===== src/design/timer_channel_map.vh =====
`ifndef TIMER_CHANNEL_MAP_VH
`define TIMER_CHANNEL_MAP_VH

// register byte offsets
`define OFS_CONTROL        8'h00
`define OFS_CHANNEL_MODE   8'h04
`define OFS_COUNT          8'h10
`define OFS_FIRST_CAPTURE  8'h14
`define OFS_SECOND_CAPTURE 8'h18
`define OFS_LIMIT          8'h1c
`define OFS_STATUS         8'h20

// reset values
`define RST_CHANNEL_MODE   32'h0000_0000
`define RST_VALUE          16'h0000

// control command bits (write only)
`define CTL_CLK_ENABLE     0
`define CTL_CLK_DISABLE    1
`define CTL_SW_TRIGGER     2

// channel mode fields, common except trigger and event source bits 10 to 12
`define FLD_CLK_SEL_LO     0
`define FLD_CLK_INVERT     3
`define FLD_BURST_LO       4
`define FLD_STOP           6
`define FLD_DISABLE        7
`define FLD_EDGE_LO        8
`define FLD_TRIG_SRC       10
`define FLD_EVT_SRC_LO     10
`define FLD_EVT_RESTART    12
`define FLD_LIMIT_RESTART  14
`define FLD_WAVE           15
// capture loads
`define FLD_FIRST_LD_LO    16
`define FLD_SECOND_LD_LO   18
// waveform actions on line a and line b
`define FLD_A_MATCH_LO     16
`define FLD_A_LIMIT_LO     18
`define FLD_A_EVENT_LO     20
`define FLD_A_SWTRIG_LO    22
`define FLD_B_MATCH_LO     24
`define FLD_B_LIMIT_LO     26
`define FLD_B_EVENT_LO     28
`define FLD_B_SWTRIG_LO    30

// status bits
`define STS_CLK_ENABLED    0
`define STS_CLK_RUNNING    1
`define STS_LINE_A         2
`define STS_LINE_B         3
`define STS_WAVE           4

// prescaler tap positions for master clock /2, /8, /32, /128, /1024
`define TAP_DIV2           0
`define TAP_DIV8           2
`define TAP_DIV32          4
`define TAP_DIV128         6
`define TAP_DIV1024        9
`define PRESCALE_WIDTH     10

`endif


===== src/design/pin_sync_edge.v =====
`timescale 1ns/100ps
// two-flop synchroniser with edge detection on the synchronised level
module pin_sync_edge (
  input  wire clk_i,
  input  wire rstn_i,
  input  wire pin_i,
  output reg  level_o,
  output wire rise_o,
  output wire fall_o
);

  reg meta_reg;   // first stage, read only by the second
  reg prev_reg;   // previous synchronised level

  // synchronise and keep one cycle of history
  always @(posedge clk_i or negedge rstn_i) begin
    if (!rstn_i) begin
      meta_reg <= 1'b0;
      level_o  <= 1'b0;
      prev_reg <= 1'b0;
    end else begin
      meta_reg <= pin_i;
      level_o  <= meta_reg;
      prev_reg <= level_o;
    end
  end

  assign rise_o = level_o & ~prev_reg;
  assign fall_o = ~level_o & prev_reg;

endmodule // pin_sync_edge


===== src/design/timer_channel_mode_control.v =====
`timescale 1ns/100ps
`include "timer_channel_map.vh"

module timer_channel_mode_control #(
  parameter CNT_WIDTH = 16
) (
  input  wire        SYS_CLK_I,
  input  wire        RSTN_I,
  input  wire        PSEL_I,
  input  wire        PENABLE_I,
  input  wire        PWRITE_I,
  input  wire [7:0]  PADDR_I,
  input  wire [31:0] PWDATA_I,
  output reg  [31:0] PRDATA_O,
  output reg         PREADY_O,
  output reg         PSLVERR_O,
  input  wire        EXT_CLK_SIG_ZERO_I,
  input  wire        EXT_CLK_SIG_ONE_I,
  input  wire        EXT_CLK_SIG_TWO_I,
  input  wire        IO_LINE_A_I,
  output reg         IO_LINE_A_O,
  output reg         IO_LINE_A_OE_O,
  input  wire        IO_LINE_B_I,
  output reg         IO_LINE_B_O,
  output reg         IO_LINE_B_OE_O
);

  ////////////////////////////////////////////////////////////////////////////
  // helper functions

  // edge field: bit0 takes rising, bit1 takes falling
  function edge_hit;
    input [1:0] code;
    input       rise;
    input       fall;
    begin
      edge_hit = (code[0] & rise) | (code[1] & fall);
    end
  endfunction

  // output action: 0 keep, 1 set, 2 clear, 3 toggle
  function apply_action;
    input [1:0] code;
    input       cur;
    begin
      case (code)
        2'd1:    apply_action = 1'b1;
        2'd2:    apply_action = 1'b0;
        2'd3:    apply_action = ~cur;
        default: apply_action = cur;
      endcase
    end
  endfunction

  ////////////////////////////////////////////////////////////////////////////
  // declarations

  reg  [31:0]               channel_mode_reg;     // mode register
  reg  [CNT_WIDTH-1:0]      count_reg;            // counter value
  reg  [CNT_WIDTH-1:0]      first_capture_reg;    // capture / compare a
  reg  [CNT_WIDTH-1:0]      second_capture_reg;   // capture / compare b
  reg  [CNT_WIDTH-1:0]      limit_reg;            // limit value
  reg  [`PRESCALE_WIDTH-1:0] prescale_reg;        // master clock divider
  reg                       clk_enabled_reg;      // clock enabled by software
  reg                       clk_running_reg;      // clock started by trigger
  reg                       gated_prev_reg;       // last gated clock level
  reg  [CNT_WIDTH-1:0]      count_next;
  reg                       running_next;
  reg                       enabled_next;
  reg                       line_a_next;
  reg                       line_b_next;
  reg                       tap_level;            // selected clock level
  reg                       burst_level;          // gating signal level
  reg                       evt_rise;             // selected event edges
  reg                       evt_fall;
  reg  [31:0]               rd_data;

  wire ext0_lvl, ext0_rise, ext0_fall;
  wire ext1_lvl, ext1_rise, ext1_fall;
  wire ext2_lvl, ext2_rise, ext2_fall;
  wire la_lvl,  la_rise,  la_fall;
  wire lb_lvl,  lb_rise,  lb_fall;

  // mode fields
  wire [2:0] count_clock_select  = channel_mode_reg[`FLD_CLK_SEL_LO+2:`FLD_CLK_SEL_LO];
  wire       count_edge_invert   = channel_mode_reg[`FLD_CLK_INVERT];
  wire [1:0] burst_select        = channel_mode_reg[`FLD_BURST_LO+1:`FLD_BURST_LO];
  wire       stop_bit            = channel_mode_reg[`FLD_STOP];
  wire       disable_bit         = channel_mode_reg[`FLD_DISABLE];
  wire [1:0] edge_select         = channel_mode_reg[`FLD_EDGE_LO+1:`FLD_EDGE_LO];
  wire       trigger_source_select = channel_mode_reg[`FLD_TRIG_SRC];
  wire [1:0] event_source_select = channel_mode_reg[`FLD_EVT_SRC_LO+1:`FLD_EVT_SRC_LO];
  wire       event_restart_en    = channel_mode_reg[`FLD_EVT_RESTART];
  wire       limit_match_restart_en = channel_mode_reg[`FLD_LIMIT_RESTART];
  wire       wave                = channel_mode_reg[`FLD_WAVE];
  wire [1:0] first_capture_edge_sel  = channel_mode_reg[`FLD_FIRST_LD_LO+1:`FLD_FIRST_LD_LO];
  wire [1:0] second_capture_edge_sel = channel_mode_reg[`FLD_SECOND_LD_LO+1:`FLD_SECOND_LD_LO];
  wire [1:0] line_a_on_match_a    = channel_mode_reg[`FLD_A_MATCH_LO+1:`FLD_A_MATCH_LO];
  wire [1:0] line_a_on_limit      = channel_mode_reg[`FLD_A_LIMIT_LO+1:`FLD_A_LIMIT_LO];
  wire [1:0] line_a_on_event      = channel_mode_reg[`FLD_A_EVENT_LO+1:`FLD_A_EVENT_LO];
  wire [1:0] line_a_on_sw_trigger = channel_mode_reg[`FLD_A_SWTRIG_LO+1:`FLD_A_SWTRIG_LO];
  wire [1:0] line_b_on_match_b    = channel_mode_reg[`FLD_B_MATCH_LO+1:`FLD_B_MATCH_LO];
  wire [1:0] line_b_on_limit      = channel_mode_reg[`FLD_B_LIMIT_LO+1:`FLD_B_LIMIT_LO];
  wire [1:0] line_b_on_event      = channel_mode_reg[`FLD_B_EVENT_LO+1:`FLD_B_EVENT_LO];
  wire [1:0] line_b_on_sw_trigger = channel_mode_reg[`FLD_B_SWTRIG_LO+1:`FLD_B_SWTRIG_LO];

  // apb write takes effect on the completing access edge
  wire       wr_done = PSEL_I & PENABLE_I & PREADY_O & PWRITE_I;
  wire       ctl_wr  = wr_done & (PADDR_I == `OFS_CONTROL);
  wire       sw_trig = ctl_wr & PWDATA_I[`CTL_SW_TRIGGER];

  ////////////////////////////////////////////////////////////////////////////
  // pin synchronisers

  pin_sync_edge u_ext0 (.clk_i(SYS_CLK_I), .rstn_i(RSTN_I), .pin_i(EXT_CLK_SIG_ZERO_I),
                        .level_o(ext0_lvl), .rise_o(ext0_rise), .fall_o(ext0_fall));
  pin_sync_edge u_ext1 (.clk_i(SYS_CLK_I), .rstn_i(RSTN_I), .pin_i(EXT_CLK_SIG_ONE_I),
                        .level_o(ext1_lvl), .rise_o(ext1_rise), .fall_o(ext1_fall));
  pin_sync_edge u_ext2 (.clk_i(SYS_CLK_I), .rstn_i(RSTN_I), .pin_i(EXT_CLK_SIG_TWO_I),
                        .level_o(ext2_lvl), .rise_o(ext2_rise), .fall_o(ext2_fall));
  pin_sync_edge u_la  (.clk_i(SYS_CLK_I), .rstn_i(RSTN_I), .pin_i(IO_LINE_A_I),
                       .level_o(la_lvl), .rise_o(la_rise), .fall_o(la_fall));
  pin_sync_edge u_lb  (.clk_i(SYS_CLK_I), .rstn_i(RSTN_I), .pin_i(IO_LINE_B_I),
                       .level_o(lb_lvl), .rise_o(lb_rise), .fall_o(lb_fall));

  ////////////////////////////////////////////////////////////////////////////
  // counting clock selection

  // pick the clock source level
  always @* begin
    case (count_clock_select)
      3'd0:    tap_level = prescale_reg[`TAP_DIV2];
      3'd1:    tap_level = prescale_reg[`TAP_DIV8];
      3'd2:    tap_level = prescale_reg[`TAP_DIV32];
      3'd3:    tap_level = prescale_reg[`TAP_DIV128];
      3'd4:    tap_level = prescale_reg[`TAP_DIV1024];
      3'd5:    tap_level = ext0_lvl;
      3'd6:    tap_level = ext1_lvl;
      default: tap_level = ext2_lvl;
    endcase
    // burst gating signal, high when ungated
    case (burst_select)
      2'd1:    burst_level = ext0_lvl;
      2'd2:    burst_level = ext1_lvl;
      2'd3:    burst_level = ext2_lvl;
      default: burst_level = 1'b1;
    endcase
  end

  // invert then gate; a rising edge of the result is a counting edge
  wire gated_level = (tap_level ^ count_edge_invert) & burst_level;
  wire clk_tick    = gated_level & ~gated_prev_reg;
  wire count_edge  = clk_tick & clk_enabled_reg & clk_running_reg;

  ////////////////////////////////////////////////////////////////////////////
  // events

  // external event source and edges
  always @* begin
    case (event_source_select)
      2'd1:    begin evt_rise = ext0_rise; evt_fall = ext0_fall; end
      2'd2:    begin evt_rise = ext1_rise; evt_fall = ext1_fall; end
      2'd3:    begin evt_rise = ext2_rise; evt_fall = ext2_fall; end
      default: begin evt_rise = lb_rise;  evt_fall = lb_fall;  end
    endcase
  end

  // capture trigger on line a or b
  wire trig_rise = trigger_source_select ? la_rise : lb_rise;
  wire trig_fall = trigger_source_select ? la_fall : lb_fall;
  wire cap_trig  = ~wave & edge_hit(edge_select, trig_rise, trig_fall);
  wire wave_evt  = wave & edge_hit(edge_select, evt_rise, evt_fall);
  wire ext_trig  = cap_trig | (wave_evt & event_restart_en);

  // captures on line a edges
  wire load_first  = ~wave & edge_hit(first_capture_edge_sel, la_rise, la_fall);
  wire load_second = ~wave & edge_hit(second_capture_edge_sel, la_rise, la_fall);

  // compares, taken on the counting edge after the one that reached the value
  wire limit_hit = count_edge & (count_reg == limit_reg);
  wire match_a   = wave & count_edge & (count_reg == first_capture_reg);
  wire match_b   = wave & count_edge & (count_reg == second_capture_reg);
  wire limit_trig = limit_hit & limit_match_restart_en;
  wire restart   = sw_trig | ext_trig | limit_trig;

  // clock stop and disable causes per mode
  wire stop_evt = stop_bit & (wave ? limit_hit : load_second);
  wire dis_evt  = disable_bit & (wave ? limit_hit : load_second);

  ////////////////////////////////////////////////////////////////////////////
  // next state of counter and clock control

  always @* begin
    count_next   = count_reg;
    running_next = clk_running_reg;
    enabled_next = clk_enabled_reg;
    if (count_edge)
      count_next = count_reg + {{(CNT_WIDTH-1){1'b0}}, 1'b1};
    // a trigger resets the counter and starts the clock
    if (restart) begin
      count_next   = {CNT_WIDTH{1'b0}};
      running_next = 1'b1;
    end else if (stop_evt) begin
      running_next = 1'b0;
    end
    // enable command, disable command and disable event
    if (ctl_wr & PWDATA_I[`CTL_CLK_ENABLE])
      enabled_next = 1'b1;
    if ((ctl_wr & PWDATA_I[`CTL_CLK_DISABLE]) | dis_evt)
      enabled_next = 1'b0;
  end

  // waveform line levels; later assignments carry higher priority
  always @* begin
    line_a_next = IO_LINE_A_O;
    line_b_next = IO_LINE_B_O;
    if (wave) begin
      if (match_a)
        line_a_next = apply_action(line_a_on_match_a, line_a_next);
      if (match_b)
        line_b_next = apply_action(line_b_on_match_b, line_b_next);
      if (limit_hit) begin
        line_a_next = apply_action(line_a_on_limit, IO_LINE_A_O);
        line_b_next = apply_action(line_b_on_limit, IO_LINE_B_O);
      end
      if (wave_evt) begin
        line_a_next = apply_action(line_a_on_event, IO_LINE_A_O);
        line_b_next = apply_action(line_b_on_event, IO_LINE_B_O);
      end
      if (sw_trig) begin
        line_a_next = apply_action(line_a_on_sw_trigger, IO_LINE_A_O);
        line_b_next = apply_action(line_b_on_sw_trigger, IO_LINE_B_O);
      end
    end
  end

  ////////////////////////////////////////////////////////////////////////////
  // counter, capture and pin registers

  always @(posedge SYS_CLK_I or negedge RSTN_I) begin
    if (!RSTN_I) begin
      prescale_reg       <= {`PRESCALE_WIDTH{1'b0}};
      gated_prev_reg     <= 1'b0;
      count_reg          <= `RST_VALUE;
      clk_running_reg    <= 1'b0;
      clk_enabled_reg    <= 1'b0;
      first_capture_reg  <= `RST_VALUE;
      second_capture_reg <= `RST_VALUE;
      limit_reg          <= `RST_VALUE;
      IO_LINE_A_O        <= 1'b0;
      IO_LINE_A_OE_O     <= 1'b0;
      IO_LINE_B_O        <= 1'b0;
      IO_LINE_B_OE_O     <= 1'b0;
    end else begin
      prescale_reg    <= prescale_reg + {{(`PRESCALE_WIDTH-1){1'b0}}, 1'b1};
      gated_prev_reg  <= gated_level;
      count_reg       <= count_next;
      clk_running_reg <= running_next;
      clk_enabled_reg <= enabled_next;
      // hardware capture, only in capture mode
      if (load_first)
        first_capture_reg <= count_reg;
      // software writes to compare registers only in waveform mode
      else if (wr_done & wave & (PADDR_I == `OFS_FIRST_CAPTURE))
        first_capture_reg <= PWDATA_I[CNT_WIDTH-1:0];
      if (load_second)
        second_capture_reg <= count_reg;
      else if (wr_done & wave & (PADDR_I == `OFS_SECOND_CAPTURE))
        second_capture_reg <= PWDATA_I[CNT_WIDTH-1:0];
      if (wr_done & (PADDR_I == `OFS_LIMIT))
        limit_reg <= PWDATA_I[CNT_WIDTH-1:0];
      // line a driven in waveform mode; line b only if not the event source
      IO_LINE_A_O    <= line_a_next;
      IO_LINE_A_OE_O <= wave;
      IO_LINE_B_O    <= line_b_next;
      IO_LINE_B_OE_O <= wave & (event_source_select != 2'd0);
    end
  end

  ////////////////////////////////////////////////////////////////////////////
  // apb slave

  // mode register write
  always @(posedge SYS_CLK_I or negedge RSTN_I) begin
    if (!RSTN_I)
      channel_mode_reg <= `RST_CHANNEL_MODE;
    else if (wr_done & (PADDR_I == `OFS_CHANNEL_MODE))
      channel_mode_reg <= PWDATA_I;
  end

  // read mux; unmapped addresses flag an error
  always @* begin
    rd_data = 32'h0000_0000;
    case (PADDR_I)
      `OFS_CONTROL:        rd_data = 32'h0000_0000;
      `OFS_CHANNEL_MODE:   rd_data = channel_mode_reg;
      `OFS_COUNT:          rd_data[CNT_WIDTH-1:0] = count_reg;
      `OFS_FIRST_CAPTURE:  rd_data[CNT_WIDTH-1:0] = first_capture_reg;
      `OFS_SECOND_CAPTURE: rd_data[CNT_WIDTH-1:0] = second_capture_reg;
      `OFS_LIMIT:          rd_data[CNT_WIDTH-1:0] = limit_reg;
      `OFS_STATUS: begin
        rd_data[`STS_CLK_ENABLED] = clk_enabled_reg;
        rd_data[`STS_CLK_RUNNING] = clk_running_reg;
        rd_data[`STS_LINE_A]      = la_lvl;
        rd_data[`STS_LINE_B]      = lb_lvl;
        rd_data[`STS_WAVE]        = wave;
      end
      default:             rd_data = 32'h0000_0000;
    endcase
  end

  wire addr_ok = (PADDR_I == `OFS_CONTROL) | (PADDR_I == `OFS_CHANNEL_MODE) |
                 (PADDR_I == `OFS_COUNT) | (PADDR_I == `OFS_FIRST_CAPTURE) |
                 (PADDR_I == `OFS_SECOND_CAPTURE) | (PADDR_I == `OFS_LIMIT) |
                 (PADDR_I == `OFS_STATUS);

  // one wait state: pready rises in the second access cycle
  always @(posedge SYS_CLK_I or negedge RSTN_I) begin
    if (!RSTN_I) begin
      PREADY_O  <= 1'b0;
      PSLVERR_O <= 1'b0;
      PRDATA_O  <= 32'h0000_0000;
    end else begin
      PREADY_O  <= PSEL_I & PENABLE_I & ~PREADY_O;
      PSLVERR_O <= PSEL_I & PENABLE_I & ~PREADY_O & ~addr_ok;
      if (PSEL_I & PENABLE_I & ~PREADY_O & ~PWRITE_I)
        PRDATA_O <= rd_data;
    end
  end

endmodule // timer_channel_mode_control


===== config.mk =====
export PLATFORM = sky130hd
export DESIGN_NAME = timer_channel_mode_control
export DESIGN_NICKNAME = d
export VERILOG_FILES = /design/src/design/pin_sync_edge.v /design/src/design/timer_channel_mode_control.v
export VERILOG_INCLUDE_DIRS = /design/src /design/src/design
export SDC_FILE = /design/constraint.sdc
export NUM_CORES = 1
export LEC_CHECK = 0
export BUFFER_PORTS_ARGS = -buffer_cell sky130_fd_sc_hd__buf_2
export CORE_MARGIN = 3
export CORE_UTILIZATION = 55
export CTS_BUF_LIST = sky130_fd_sc_hd__clkbuf_4 sky130_fd_sc_hd__clkbuf_8 sky130_fd_sc_hd__clkbuf_16
export DETAILED_ROUTE_END_ITERATION = 8
export GPL_TIMING_DRIVEN = 0
export HOLD_SLACK_MARGIN = 0.03
export MAX_ROUTING_LAYER = met4
export PLACE_DENSITY = 0.82
export SLEW_MARGIN = 20
export SYNTH_ARGS = -nofsm -noshare
export SYNTH_HDL_FRONTEND = slang
export SYNTH_HIERARCHICAL = 1
export SYNTH_SLANG_ARGS = --single-unit
export TNS_END_PERCENT = 10

===== constraint.sdc =====
create_clock -name SYS_CLK_I -period 3.9 [get_ports SYS_CLK_I]
set_input_delay 1.17 -clock SYS_CLK_I [delete_from_list [all_inputs] [get_ports SYS_CLK_I]]
set_output_delay 1.17 -clock SYS_CLK_I [all_outputs]
set_load 0.02 [all_outputs]

==> results.md, run 1 <==
- Avg Vias per Cell: 6.08
- Overall Power: 4.00 mW
- Post-Syn Instances: 778
- Peak supply drop: 0.352 mV
- Worst-path clk slew: 0.06 ns
- Mapped cell area: 0.00824 sq mm
- Die Y: 128 microns
- Vias in the first global route: 6387
- Rows: 44
- Post-synth cell types: 56
- Worst Max-Slew Pin Slew: 1.18 ns
- Power Density: 416 mW/mm^2
- Pin count of the biggest net entering global routing: 89
- Crit path max fanout: 10
- Share of cells above drive strength 1: 0.224
- Global-route wire length before repair: 34.4 mm
- Area added between synthesis and finish: 16.8%
- Global-route usage over all layers: 0.283
- Final clock skew: 0.00844 ns
- DR DRC count: 0
- Flops & latches, synth: 162
- Num ports: 88
- Fin crit share: 0.876
- CP startpoint kind: input pin
- H-tree depth: 4
- Starting Density: 0.565
- Kind of critical path: input pin to flop
- Post-synth EDFFs: 0
- Routed Antenna Nets: 0
- Drt wl/cell: 20.6 microns
- Drt total wl: 22.3 mm
- Unrepaired setup endpoints after global routing: false
- Max-cap viol count: 0
- Port Buffers: 85
- Hold buffers post-CTS: 0
- Die width: 128 microns
- Total CTS buffers: 17
- GPL Wtd Cong: 0.953
- Ant diodes: 0
- Routed via count: 6563
- Drt initial violations: 752
- Outcome: finished clean
- Cts repair resizes: 0
- Nets: 943
- Top_reg_cell synth: dfrtp_1
- Setup crit end kind: flop
- Postcts setup bufs: 0
- Clock root cell: clkbuf_16
- Grt ovf: 0
- Final setup viols: 0
- Hold/Removal Path Class: flop to flop
- Mapped Nets: 838
- Clk Latency, worst-skew pair: 0.43 ns
- Syn_area_per_cell: 10.6 sq um
- Pleak: 4.42 nW
- Fin. max-slew vios: 0
- Sequential-to-total area share from yosys stat: 0.492
- Hold Fails Final Rpt: 0
- Post-synthesis async set-or-reset flop share: 1.00
- Crit path DAT: 3.77 ns
- Synth warn: 6
- F_max: 293 MHz
- Post-DP HPWL: 15.6 mm
- Min cycle time layout: 3.42 ns
- Clk sinks: 162
- Data required time at the worst endpoint: 4.25 ns
- DR pass1 iterations: 6
- Slew HR: 0.200
- Initial antenna violation count: 0
- Core Box Area: 0.0146 sq mm
- CTS Buffer Depth: 2
- Die footprint: 0.0165 sq mm
- CTS tree: yes
- Final setup TNS: 0 ns
## through the flow
stage | setup slack [ns] | std cells | cell area (sq um) | hold WS [ns] | util
after global placement | -0.789 | 1047 | 8890 | 0.332 | 0.610
after floorplan | 0.819 | 778 | 8240 | 0.331 | -
final | 0.483 | 1080 | 9620 | 0.349 | 0.660
after global routing | 0.333 | 1080 | 9620 | 0.361 | 0.660
after CTS | 0.571 | 1080 | 9620 | 0.351 | 0.660
after detailed placement | 0.132 | 1048 | 8930 | 0.337 | 0.612
## Yosys cell counts, types with 6 or more instances
master | instances | area (sq um)
nand2_1 | 74 | 278
dfrtp_1 | 162 | 4050
nor2b_1 | 7 | 43.8
a211oi_1 | 6 | 45.0
nand4_1 | 16 | 100
and3_1 | 6 | 37.5
o21ai_0 | 17 | 85.1
nor2_1 | 60 | 225
buf_1 | 6 | 22.5
xor2_1 | 19 | 166
nor3_1 | 10 | 50.1
mux2i_1 | 39 | 390
a21oi_1 | 39 | 195
ha_1 | 10 | 125
a41oi_1 | 9 | 78.8
a22oi_1 | 26 | 195
a221oi_1 | 6 | 52.6
nand3_1 | 25 | 125
xnor2_1 | 52 | 455
mux2_2 | 54 | 608
clkbuf_1 | 44 | 165
inv_1 | 12 | 45.0
## power by group
group          total (mW)  internal, mW  switching (mW)  leakage [nW]
registers            1.77          1.73          0.0384          2.18
logic               0.267        0.0981           0.169          1.91
clock network        1.96          1.27           0.693         0.334
## path summary, 6_finish.rpt
kind / startpoint / endpoint / slack (ns) / cells past startpoint
worst min register to register: u_lb/meta_reg$_DFF_PN0_ / u_lb/level_o$_DFF_PN0_ / 0.35 / 0
worst max-delay path: PADDR_I[5] / second_capture_reg[5]$_DFFE_PN0P_ / 0.48 / 10
worst max register to register: channel_mode_reg[11]$_DFFE_PN0P_ / count_reg[13]$_DFFE_PN0P_ / 0.74 / 8
min in group asynchronous: RSTN_I / PRDATA_O[16]$_DFFE_PN0P_ / 0.69 / 1
worst min-delay path: u_lb/meta_reg$_DFF_PN0_ / u_lb/level_o$_DFF_PN0_ / 0.35 / 0
max in group asynchronous: RSTN_I / limit_reg[3]$_DFFE_PN0P_ / 2.37 / 2
## cell families (layout without fill, tap and decap cells)
group | count (synthesis) | count (layout) | share of synthesized area
fa+ha+maj | 10 | 10 | 0.0152
mux | 97 | 97 | 0.131
simple gates | 241 | 241 | 0.146
compound gates | 131 | 131 | 0.106
flops | 162 | 162 | 0.492
buf+inv | 66 | 184 | 0.0340
xor+xnor | 71 | 71 | 0.0755
## area by class of cell
cell class | instances | area [sq um]
fillers | 1154 | 4970
repair buffers | 86 | 463
well taps | 184 | 230
clock inverters | 14 | 258
multi-input cells | 550 | 3900
plain buffers | 54 | 235
clock buffers | 18 | 433
flip-flops and latches | 162 | 4050
inverters | 12 | 45.0
## worst max-delay path: stages
cell and delay (ns):
buf_2 0.10, or3_1 0.42, nor3_1 0.15, nand2_1 0.11
clkbuf_1 0.25, nor3_1 0.47, a31o_2 0.33, clkbuf_1 0.51
nor2_1 0.08, a21oi_1 0.15
## cell usage in the layout, fill, tap and decap left out, types with 5 or more instances in the layout
cell type,netlist,layout
a211oi_1,6,6
a21o_1,5,5
a21oi_1,39,39
a221oi_1,6,6
a22oi_1,26,26
a31oi_1,5,5
a41oi_1,9,9
and2b_2,5,5
and3_1,6,6
buf_1,6,6
buf_2,1,85
bufinv_16,0,7
clkbuf_1,44,44
clkbuf_16,0,17
dfrtp_1,162,162
ha_1,10,10
inv_1,12,12
mux2_2,54,54
mux2i_1,39,39
nand2_1,74,74
nand3_1,25,25
nand4_1,16,16
nor2_1,60,60
nor2_2,5,5
nor2_4,5,5
nor2b_1,7,7
nor3_1,10,10
o21ai_0,17,17
xnor2_1,52,52
xor2_1,19,19
## metal layers
metal / GRT usage / wire length [microns] / part of all wire / vias up
met3: 0.0677 / 2050 / 0.092 / 68
met5: - / 0 / 0 / -
met4: 0.119 / 779 / 0.035 / 0
li1: - / - / - / 2955
met2: 0.432 / 10500 / 0.47 / 347
met1: 0.364 / 9010 / 0.40 / 3193
No activity file was read; power rests on OpenSTA's default activity.
==> inputs of run 2 (changes only) <==
==> constraint.sdc (replaced) <==
create_clock -name SYS_CLK_I -period 3.3 [get_ports SYS_CLK_I]
set_input_delay 0.99 -clock SYS_CLK_I [delete_from_list [all_inputs] [get_ports SYS_CLK_I]]
set_output_delay 0.99 -clock SYS_CLK_I [all_outputs]
set_load 0.02 [all_outputs]
==> run 2 against run 1 <==
  * Non-clock buffer count unchanged
  * Worst setup slack worse by 0.48 ns
  * Sequential share of layout area fell by 0.060 points
  * Critical path type unchanged
  * Largest power group unchanged
==> results.md, run 2 (synthesis results as in run 1) <==
- Clk sinks: 162
- Net Sw Frac: 0.224
- Routed via count: 6606
- Fin crit share: 0.999
- Global routing usage on met1: 0.364
- Crit path largest cell delay: 0.52 ns
- Dpl ws: -0.288 ns
- F_max: 303 MHz
- Register share of total power: 0.442
- Reg2Reg Capture Point: count_reg[10]$_DFFE_PN0P_
- GPL Wtd Cong: 0.953
- Crit path DAT: 3.64 ns
- Met3 usage: 0.0677
- Avg Vias per Cell: 6.12
- Hold Slack: 0.349 ns
- Max-cap viol count: 0
- Worst reg2reg path startpoint: count_reg[1]$_DFFE_PN0P_
- Peak supply drop: 0.417 mV
- Die Y: 128 microns
- Cell Chain, Critical Path: buf_2 > or3_1 > nor3_1 > nand2_1 > clkbuf_1 > nor3_1 > a31o_2 > clkbuf_1 > nor2_1 > a21oi_1
- Slew HR: 0.293
- Unrepaired setup endpoints after global routing: true
- Most frequent cells in the layout: dfrtp_1 (162), buf_2 (85), nand2_1 (74)
- Worst Max-Slew Pin Slew: 1.06 ns
- Die footprint: 0.0165 sq mm
- CP startpoint kind: input pin
- Slowest cell on crit path: clkbuf_1
- Global-route wire length before repair: 34.4 mm
- Worst-path clk slew: 0.06 ns
- Comb pwr share: 0.067
- CP Capture Point: second_capture_reg[5]$_DFFE_PN0P_
- M2 GR Usage: 0.432
- Final clock skew: 0.00920 ns
- NetSw: 1.06 mW
- Commonest non-fill, non-tap cell in the layout: dfrtp_1
- Power Density: 490 mW/mm^2
- Outcome: finished clean
- Vias in the first global route: 6387
- Hold buffers post-CTS: 0
- P_int: 3.66 mW
- Total CTS buffers: 17
- Busiest grt layer: met2
- Final setup viols: 0
- Ant diodes: 0
- Setup slack, reg-to-reg: 0.12 ns
- DR pass1 iterations: 6
- Post-DP HPWL: 15.6 mm
- R2r worst-path depth: 10
- Grt ovf: 0
- Fin. max-slew vios: 0
- Die width: 128 microns
- Hold/Removal Path Class: flop to flop
- Routed Antenna Nets: 0
- Share of cells above drive strength 1: 0.227
- Global-route usage over all layers: 0.283
- Area added between synthesis and finish: 17.0%
- CTS Buffer Depth: 2
- Starting Density: 0.565
- Hold Fails Final Rpt: 0
- Drt total wl: 22.4 mm
- Final setup margin: 0.00486 ns
- CP startpoint: PADDR_I[5]
- Num ports: 88
- CTS tree: yes
- Port Buffers: 85
- Core Box Area: 0.0146 sq mm
- H-tree depth: 4
- Clk Latency, worst-skew pair: 0.43 ns
- DR DRC count: 0
- Clock Power Share: 0.490
- Initial antenna violation count: 0
- Nets: 943
- Clock root cell: clkbuf_16
- Min cycle time layout: 3.30 ns
- Pin count of the biggest net entering global routing: 89
- Drt wl/cell: 20.7 microns
- Data required time at the worst endpoint: 3.65 ns
- Kind of critical path: input pin to flop
- Setup crit end kind: flop
- Drt initial violations: 723
- Pleak: 4.42 nW
- Crit path max fanout: 10
- Rows: 44
- Postcts setup bufs: 0
==> run 2: repair_timing <==
item,in CTS,in global routing
resized for setup,0,2
endpoints found under the setup margin,0,6
hold endpoints to repair,0,0
==> run 2: how the worst min path moves through the flow <==
stage | from | end | slack (ns) | cells after the start
3_5_place_dp | u_lb/meta_reg$_DFF_PN0_ | u_lb/level_o$_DFF_PN0_ | 0.34 | 0
4_1_cts | u_lb/meta_reg$_DFF_PN0_ | u_lb/level_o$_DFF_PN0_ | 0.35 | 0
2_1_floorplan | u_ext0/meta_reg$_DFF_PN0_ | u_ext0/level_o$_DFF_PN0_ | 0.33 | 0
6_report | u_lb/meta_reg$_DFF_PN0_ | u_lb/level_o$_DFF_PN0_ | 0.35 | 0
3_3_place_gp | u_ext2/meta_reg$_DFF_PN0_ | u_ext2/level_o$_DFF_PN0_ | 0.33 | 0
5_1_grt | u_lb/meta_reg$_DFF_PN0_ | u_lb/level_o$_DFF_PN0_ | 0.36 | 0
==> run 2: layout make-up <==
type	count	area, sq um
fill	1152	4950
sequential	162	4050
multi-input combinational	550	3920
timing repair buffer	86	463
clock buffer	18	433
clock inverter	14	258
buffer	54	235
tap	184	230
inverter	12	45.0
==> run 2: metal layers <==
metal / vias up / routed length [microns]
met5: - / 0
li1: 2959 / -
met3: 65 / 1930
met4: 0 / 715
met1: 3251 / 9180
met2: 331 / 10600
==> run 2: critical path, delay by kind of cell <==
kind / cells / cell delay, ns
AND/OR/NAND/NOR: 5 / 1.28
buffers and inverters: 3 / 0.89
AO/OA/AOI/OAI: 2 / 0.49
==> run 2: through the flow <==
stage | total power [mW] | setup TNS [ns] | utilization | instances | cell area (sq um)
floorplan | 2.27 | 0 | - | 778 | 8240
global placement | 2.43 | -207.19 | 0.610 | 1047 | 8890
detailed placement | 2.44 | -11.95 | 0.612 | 1048 | 8930
CTS | 4.74 | 0 | 0.660 | 1080 | 9620
global route | 4.85 | -0.393 | 0.660 | 1080 | 9640
finish | 4.72 | 0 | 0.660 | 1080 | 9640
==> run 2: power groups by stage <==
stage,clock (mW),combinational [mW],sequential [mW]
floorplan,0,0.125,2.15
global placement,0,0.305,2.12
detailed placement,0,0.314,2.12
CTS,2.33,0.317,2.09
global route,2.41,0.345,2.09
finish,2.32,0.317,2.09
==> inputs of run 3 (changes only) <==
--- a/config.mk
+++ b/config.mk
@@ -6,6 +6,7 @@
 export SDC_FILE = /design/constraint.sdc
 export NUM_CORES = 1
 export LEC_CHECK = 0
+export ABC_AREA = 1
 export BUFFER_PORTS_ARGS = -buffer_cell sky130_fd_sc_hd__buf_2
 export CORE_MARGIN = 3
 export CORE_UTILIZATION = 55
@@ -15,7 +16,6 @@
 export HOLD_SLACK_MARGIN = 0.03
 export MAX_ROUTING_LAYER = met4
 export PLACE_DENSITY = 0.82
-export SLEW_MARGIN = 20
 export SYNTH_ARGS = -nofsm -noshare
 export SYNTH_HDL_FRONTEND = slang
 export SYNTH_HIERARCHICAL = 1
==> run 3 against run 2 <==
  * Worst setup slack gained 0.56 ns
  * Clock power fell by 6%
  * Sequential share of layout area decreased by 0.75 points
  * Non-clock buffer count shrank 1
  * First-iteration DRC count up 40%
  * Worst hold slack improved by 0.00076 ns
  * Power shrank 0.42%
  * Critical path depth down 2
  * Register-to-register slack better by 0.80 ns
  * Count of clock-buffer cells in the layout up 3
  * Clock skew grew 0.00058 ns
==> results.md, run 3 <==
- Outcome: finished clean
- Area added between synthesis and finish: 15.8%
- Hold buffers post-CTS: 0
- Hold EP: u_la/level_o$_DFF_PN0_
- Pleak: 4.86 nW
- Mapped cell area: 0.00847 sq mm
- Nets: 1226
- Global-route wire length before repair: 41.3 mm
- Cts repair resizes: 0
- Cell Chain, Critical Path: buf_2 > nor2_1 > nand3_1 > nor3_2 > nand2_2 > o31ai_4 > clkbuf_1 > o21ai_0
- Post-synth EDFFs: 0
- Num ports: 88
- Clock root cell: clkbuf_16
- Most frequent cell after synthesis: nand2_1
- GPL Wtd Cong: 1.01
- R2r worst-path depth: 13
- P_int: 3.51 mW
- Clk Latency, worst-skew pair: 0.44 ns
- Drt initial violations: 1009
- Reg2Reg Capture Point: clk_enabled_reg$_DFFE_PN0P_
- Hold Fails Final Rpt: 0
- Net Sw Frac: 0.253
- Share of cells above drive strength 1: 0.147
- Die footprint: 0.0169 sq mm
- CP startpoint kind: input pin
- CTS tree: yes
- Port Buffers: 87
- Most frequent cells in the layout: nand2_1 (234), dfrtp_1 (162), inv_1 (151)
- Total CTS buffers: 17
- Commonest non-fill, non-tap cell in the layout: nand2_1
- Fin. max-slew vios: 0
- Slew HR: 0.498
- Min-Delay Startpoint: u_la/meta_reg$_DFF_PN0_
- Routed Antenna Nets: 0
- Hold/Removal Path Class: flop to flop
- Data required time at the worst endpoint: 3.58 ns
- Ranking of synthesized cells by area: dfrtp_1 (48%), nand2_1 (10%), inv_1 (6.7%)
- Grt ovf: 0
- Vias in the first global route: 7435
- DR pass1 iterations: 6
- Fin crit share: 0.828
- Crit path DAT: 3.01 ns
- Hold path depth: 0
- Clock Power Share: 0.461
- Worst-path clk slew: 0.07 ns
- Area of the multi-input gates: 0.00359 sq mm
- Post-synthesis async set-or-reset flop share: 1.00
- Area after DPL: 0.00917 sq mm
- Dpl cells: 1331
- Setup crit end kind: flop
- Flops & latches, synth: 162
- Busiest grt layer: met2
- Avg Vias per Cell: 5.89
- Top post-synthesis cells by count: nand2_1 (234), dfrtp_1 (162), inv_1 (151)
- Drt wl/cell: 20.0 microns
- Starting Density: 0.572
- Synth warn: 6
- Setup slack, reg-to-reg: 0.92 ns
- Slowest cell on crit path: clkbuf_1
- Postcts setup bufs: 0
- Min cycle time layout: 2.73 ns
- Crit path largest cell delay: 0.53 ns
- Comb pwr share: 0.089
- Die Y: 130 microns
- Post-route insts no fill: 1364
- Top_reg_cell synth: dfrtp_1
- Worst Max-Slew Pin Slew: 0.752 ns
- Final instance area: 0.00981 sq mm
- Rows: 44
- Post-synth top area cell: dfrtp_1
- F_max: 366 MHz
- Power Density: 479 mW/mm^2
- Syn_area_per_cell: 8.00 sq um
- Post-DP HPWL: 19.7 mm
- Global routing usage on met1: 0.448
- Pin count of the biggest net entering global routing: 102
- Overall Power: 4.70 mW
- Crit path max fanout: 10
- Drt total wl: 27.2 mm
- Peak supply drop: 0.396 mV
- Mapped Nets: 1119
- Register share of total power: 0.450
- M2 GR Usage: 0.507
- Final clock skew: 0.00978 ns
- H-tree depth: 4
- NetSw: 1.19 mW
- Max-cap viol count: 0
- Initial antenna violation count: 1
- Die width: 130 microns
- Global-route usage over all layers: 0.337
- CTS Buffer Depth: 2
- Clk sinks: 162
- Core Box Area: 0.0148 sq mm
- Synth top area share: 0.479
- Post-synth cell types: 40
- Final setup viols: 0
- Post-Syn Instances: 1059
- Sequential-to-total area share from yosys stat: 0.479
- DR DRC count: 0
- Met3 usage: 0.0712
- Kind of critical path: input pin to flop
- Worst reg2reg path startpoint: count_reg[3]$_DFFE_PN0P_
- Fill count: 1227
- Register Area: 0.00405 sq mm
- Unrepaired setup endpoints after global routing: false
- Routed via count: 8037
-- run 3: changes by cell type after synthesis, moves of 17 or more --
cell and delta:
mux2i_1 -38, xnor2_1 -32, a22oi_1 -26, nand3_1 +20, nand2_1 +160, mux2_2 -53
o22ai_1 +36, buf_2 +20, clkbuf_1 -17, inv_1 +139, o21ai_0 +95, o211ai_1 +31
nor2_1 +24
-- run 3: cells by family (layout without fill, tap and decap cells) --
logic type,Yosys count,count (layout),synth area share
XOR/XNOR,35,35,0.0362
buffers and inverters,208,328,0.0971
multiplexers,2,2,0.00251
adder cells (fa/ha/maj),10,10,0.0148
AND/OR/NAND/NOR,414,414,0.213
AO/OA/AOI/OAI,228,228,0.157
other,0,1,0
flip-flops,162,162,0.479
-- run 3: worst max-delay path, delay by kind of cell --
kind / cells / cell delay, ns
AO/OA/AOI/OAI: 2 / 0.54
AND/OR/NAND/NOR: 4 / 0.86
buffers and inverters: 2 / 0.62
-- run 3: metal layers --
layer | share of wire | up-vias
li1 | - | 3660
met1 | 0.41 | 3846
met2 | 0.45 | 455
met3 | 0.10 | 76
met4 | 0.037 | 0
met5 | 0 | -
-- run 3: stage by stage --
stage | hold WS [ns] | setup slack (ns) | setup TNS, ns | utilization
after floorplan | 0.331 | 1.05 | 0 | -
after CTS | 0.350 | 0.637 | 0 | 0.662
after detailed placement | 0.335 | 0.241 | 0 | 0.619
after global routing | 0.357 | 0.491 | 0 | 0.662
after global placement | 0.332 | -1.18 | -189.99 | 0.617
final | 0.349 | 0.567 | 0 | 0.662
-- run 3: final cells by class --
cell class                      instances  share of cell area
Inverter                              157              0.0601
Buffer                                 51              0.0237
Antenna cell                            1            0.000255
Multi-Input combinational cell        689               0.366
Sequential cell                       162               0.413
Clock inverter                         11              0.0177
Timing Repair Buffer                   88              0.0482
Clock buffer                           21              0.0471
Tap cell                              184              0.0235
-- run 3: how the worst max path moves through the flow --
stage | start | endpoint | slack [ns]
after floorplan | PADDR_I[7] | second_capture_reg[10]$_DFFE_PN0P_ | 1.05
after global placement | RSTN_I | second_capture_reg[11]$_DFFE_PN0P_ | -1.18
after detailed placement | PADDR_I[7] | second_capture_reg[12]$_DFFE_PN0P_ | 0.24
after CTS | PADDR_I[7] | second_capture_reg[10]$_DFFE_PN0P_ | 0.64
after global routing | PADDR_I[5] | PRDATA_O[5]$_DFFE_PN0P_ | 0.49
final | PADDR_I[7] | second_capture_reg[10]$_DFFE_PN0P_ | 0.57
-- run 3: power by group through the flow --
stage	sequential [mW]	combinational [mW]	clock [mW]
after CTS	2.12	0.410	2.16
after global placement	2.15	0.396	0
after global routing	2.13	0.457	2.25
after detailed placement	2.15	0.407	0
final	2.12	0.417	2.17
after floorplan	2.15	0.220	0
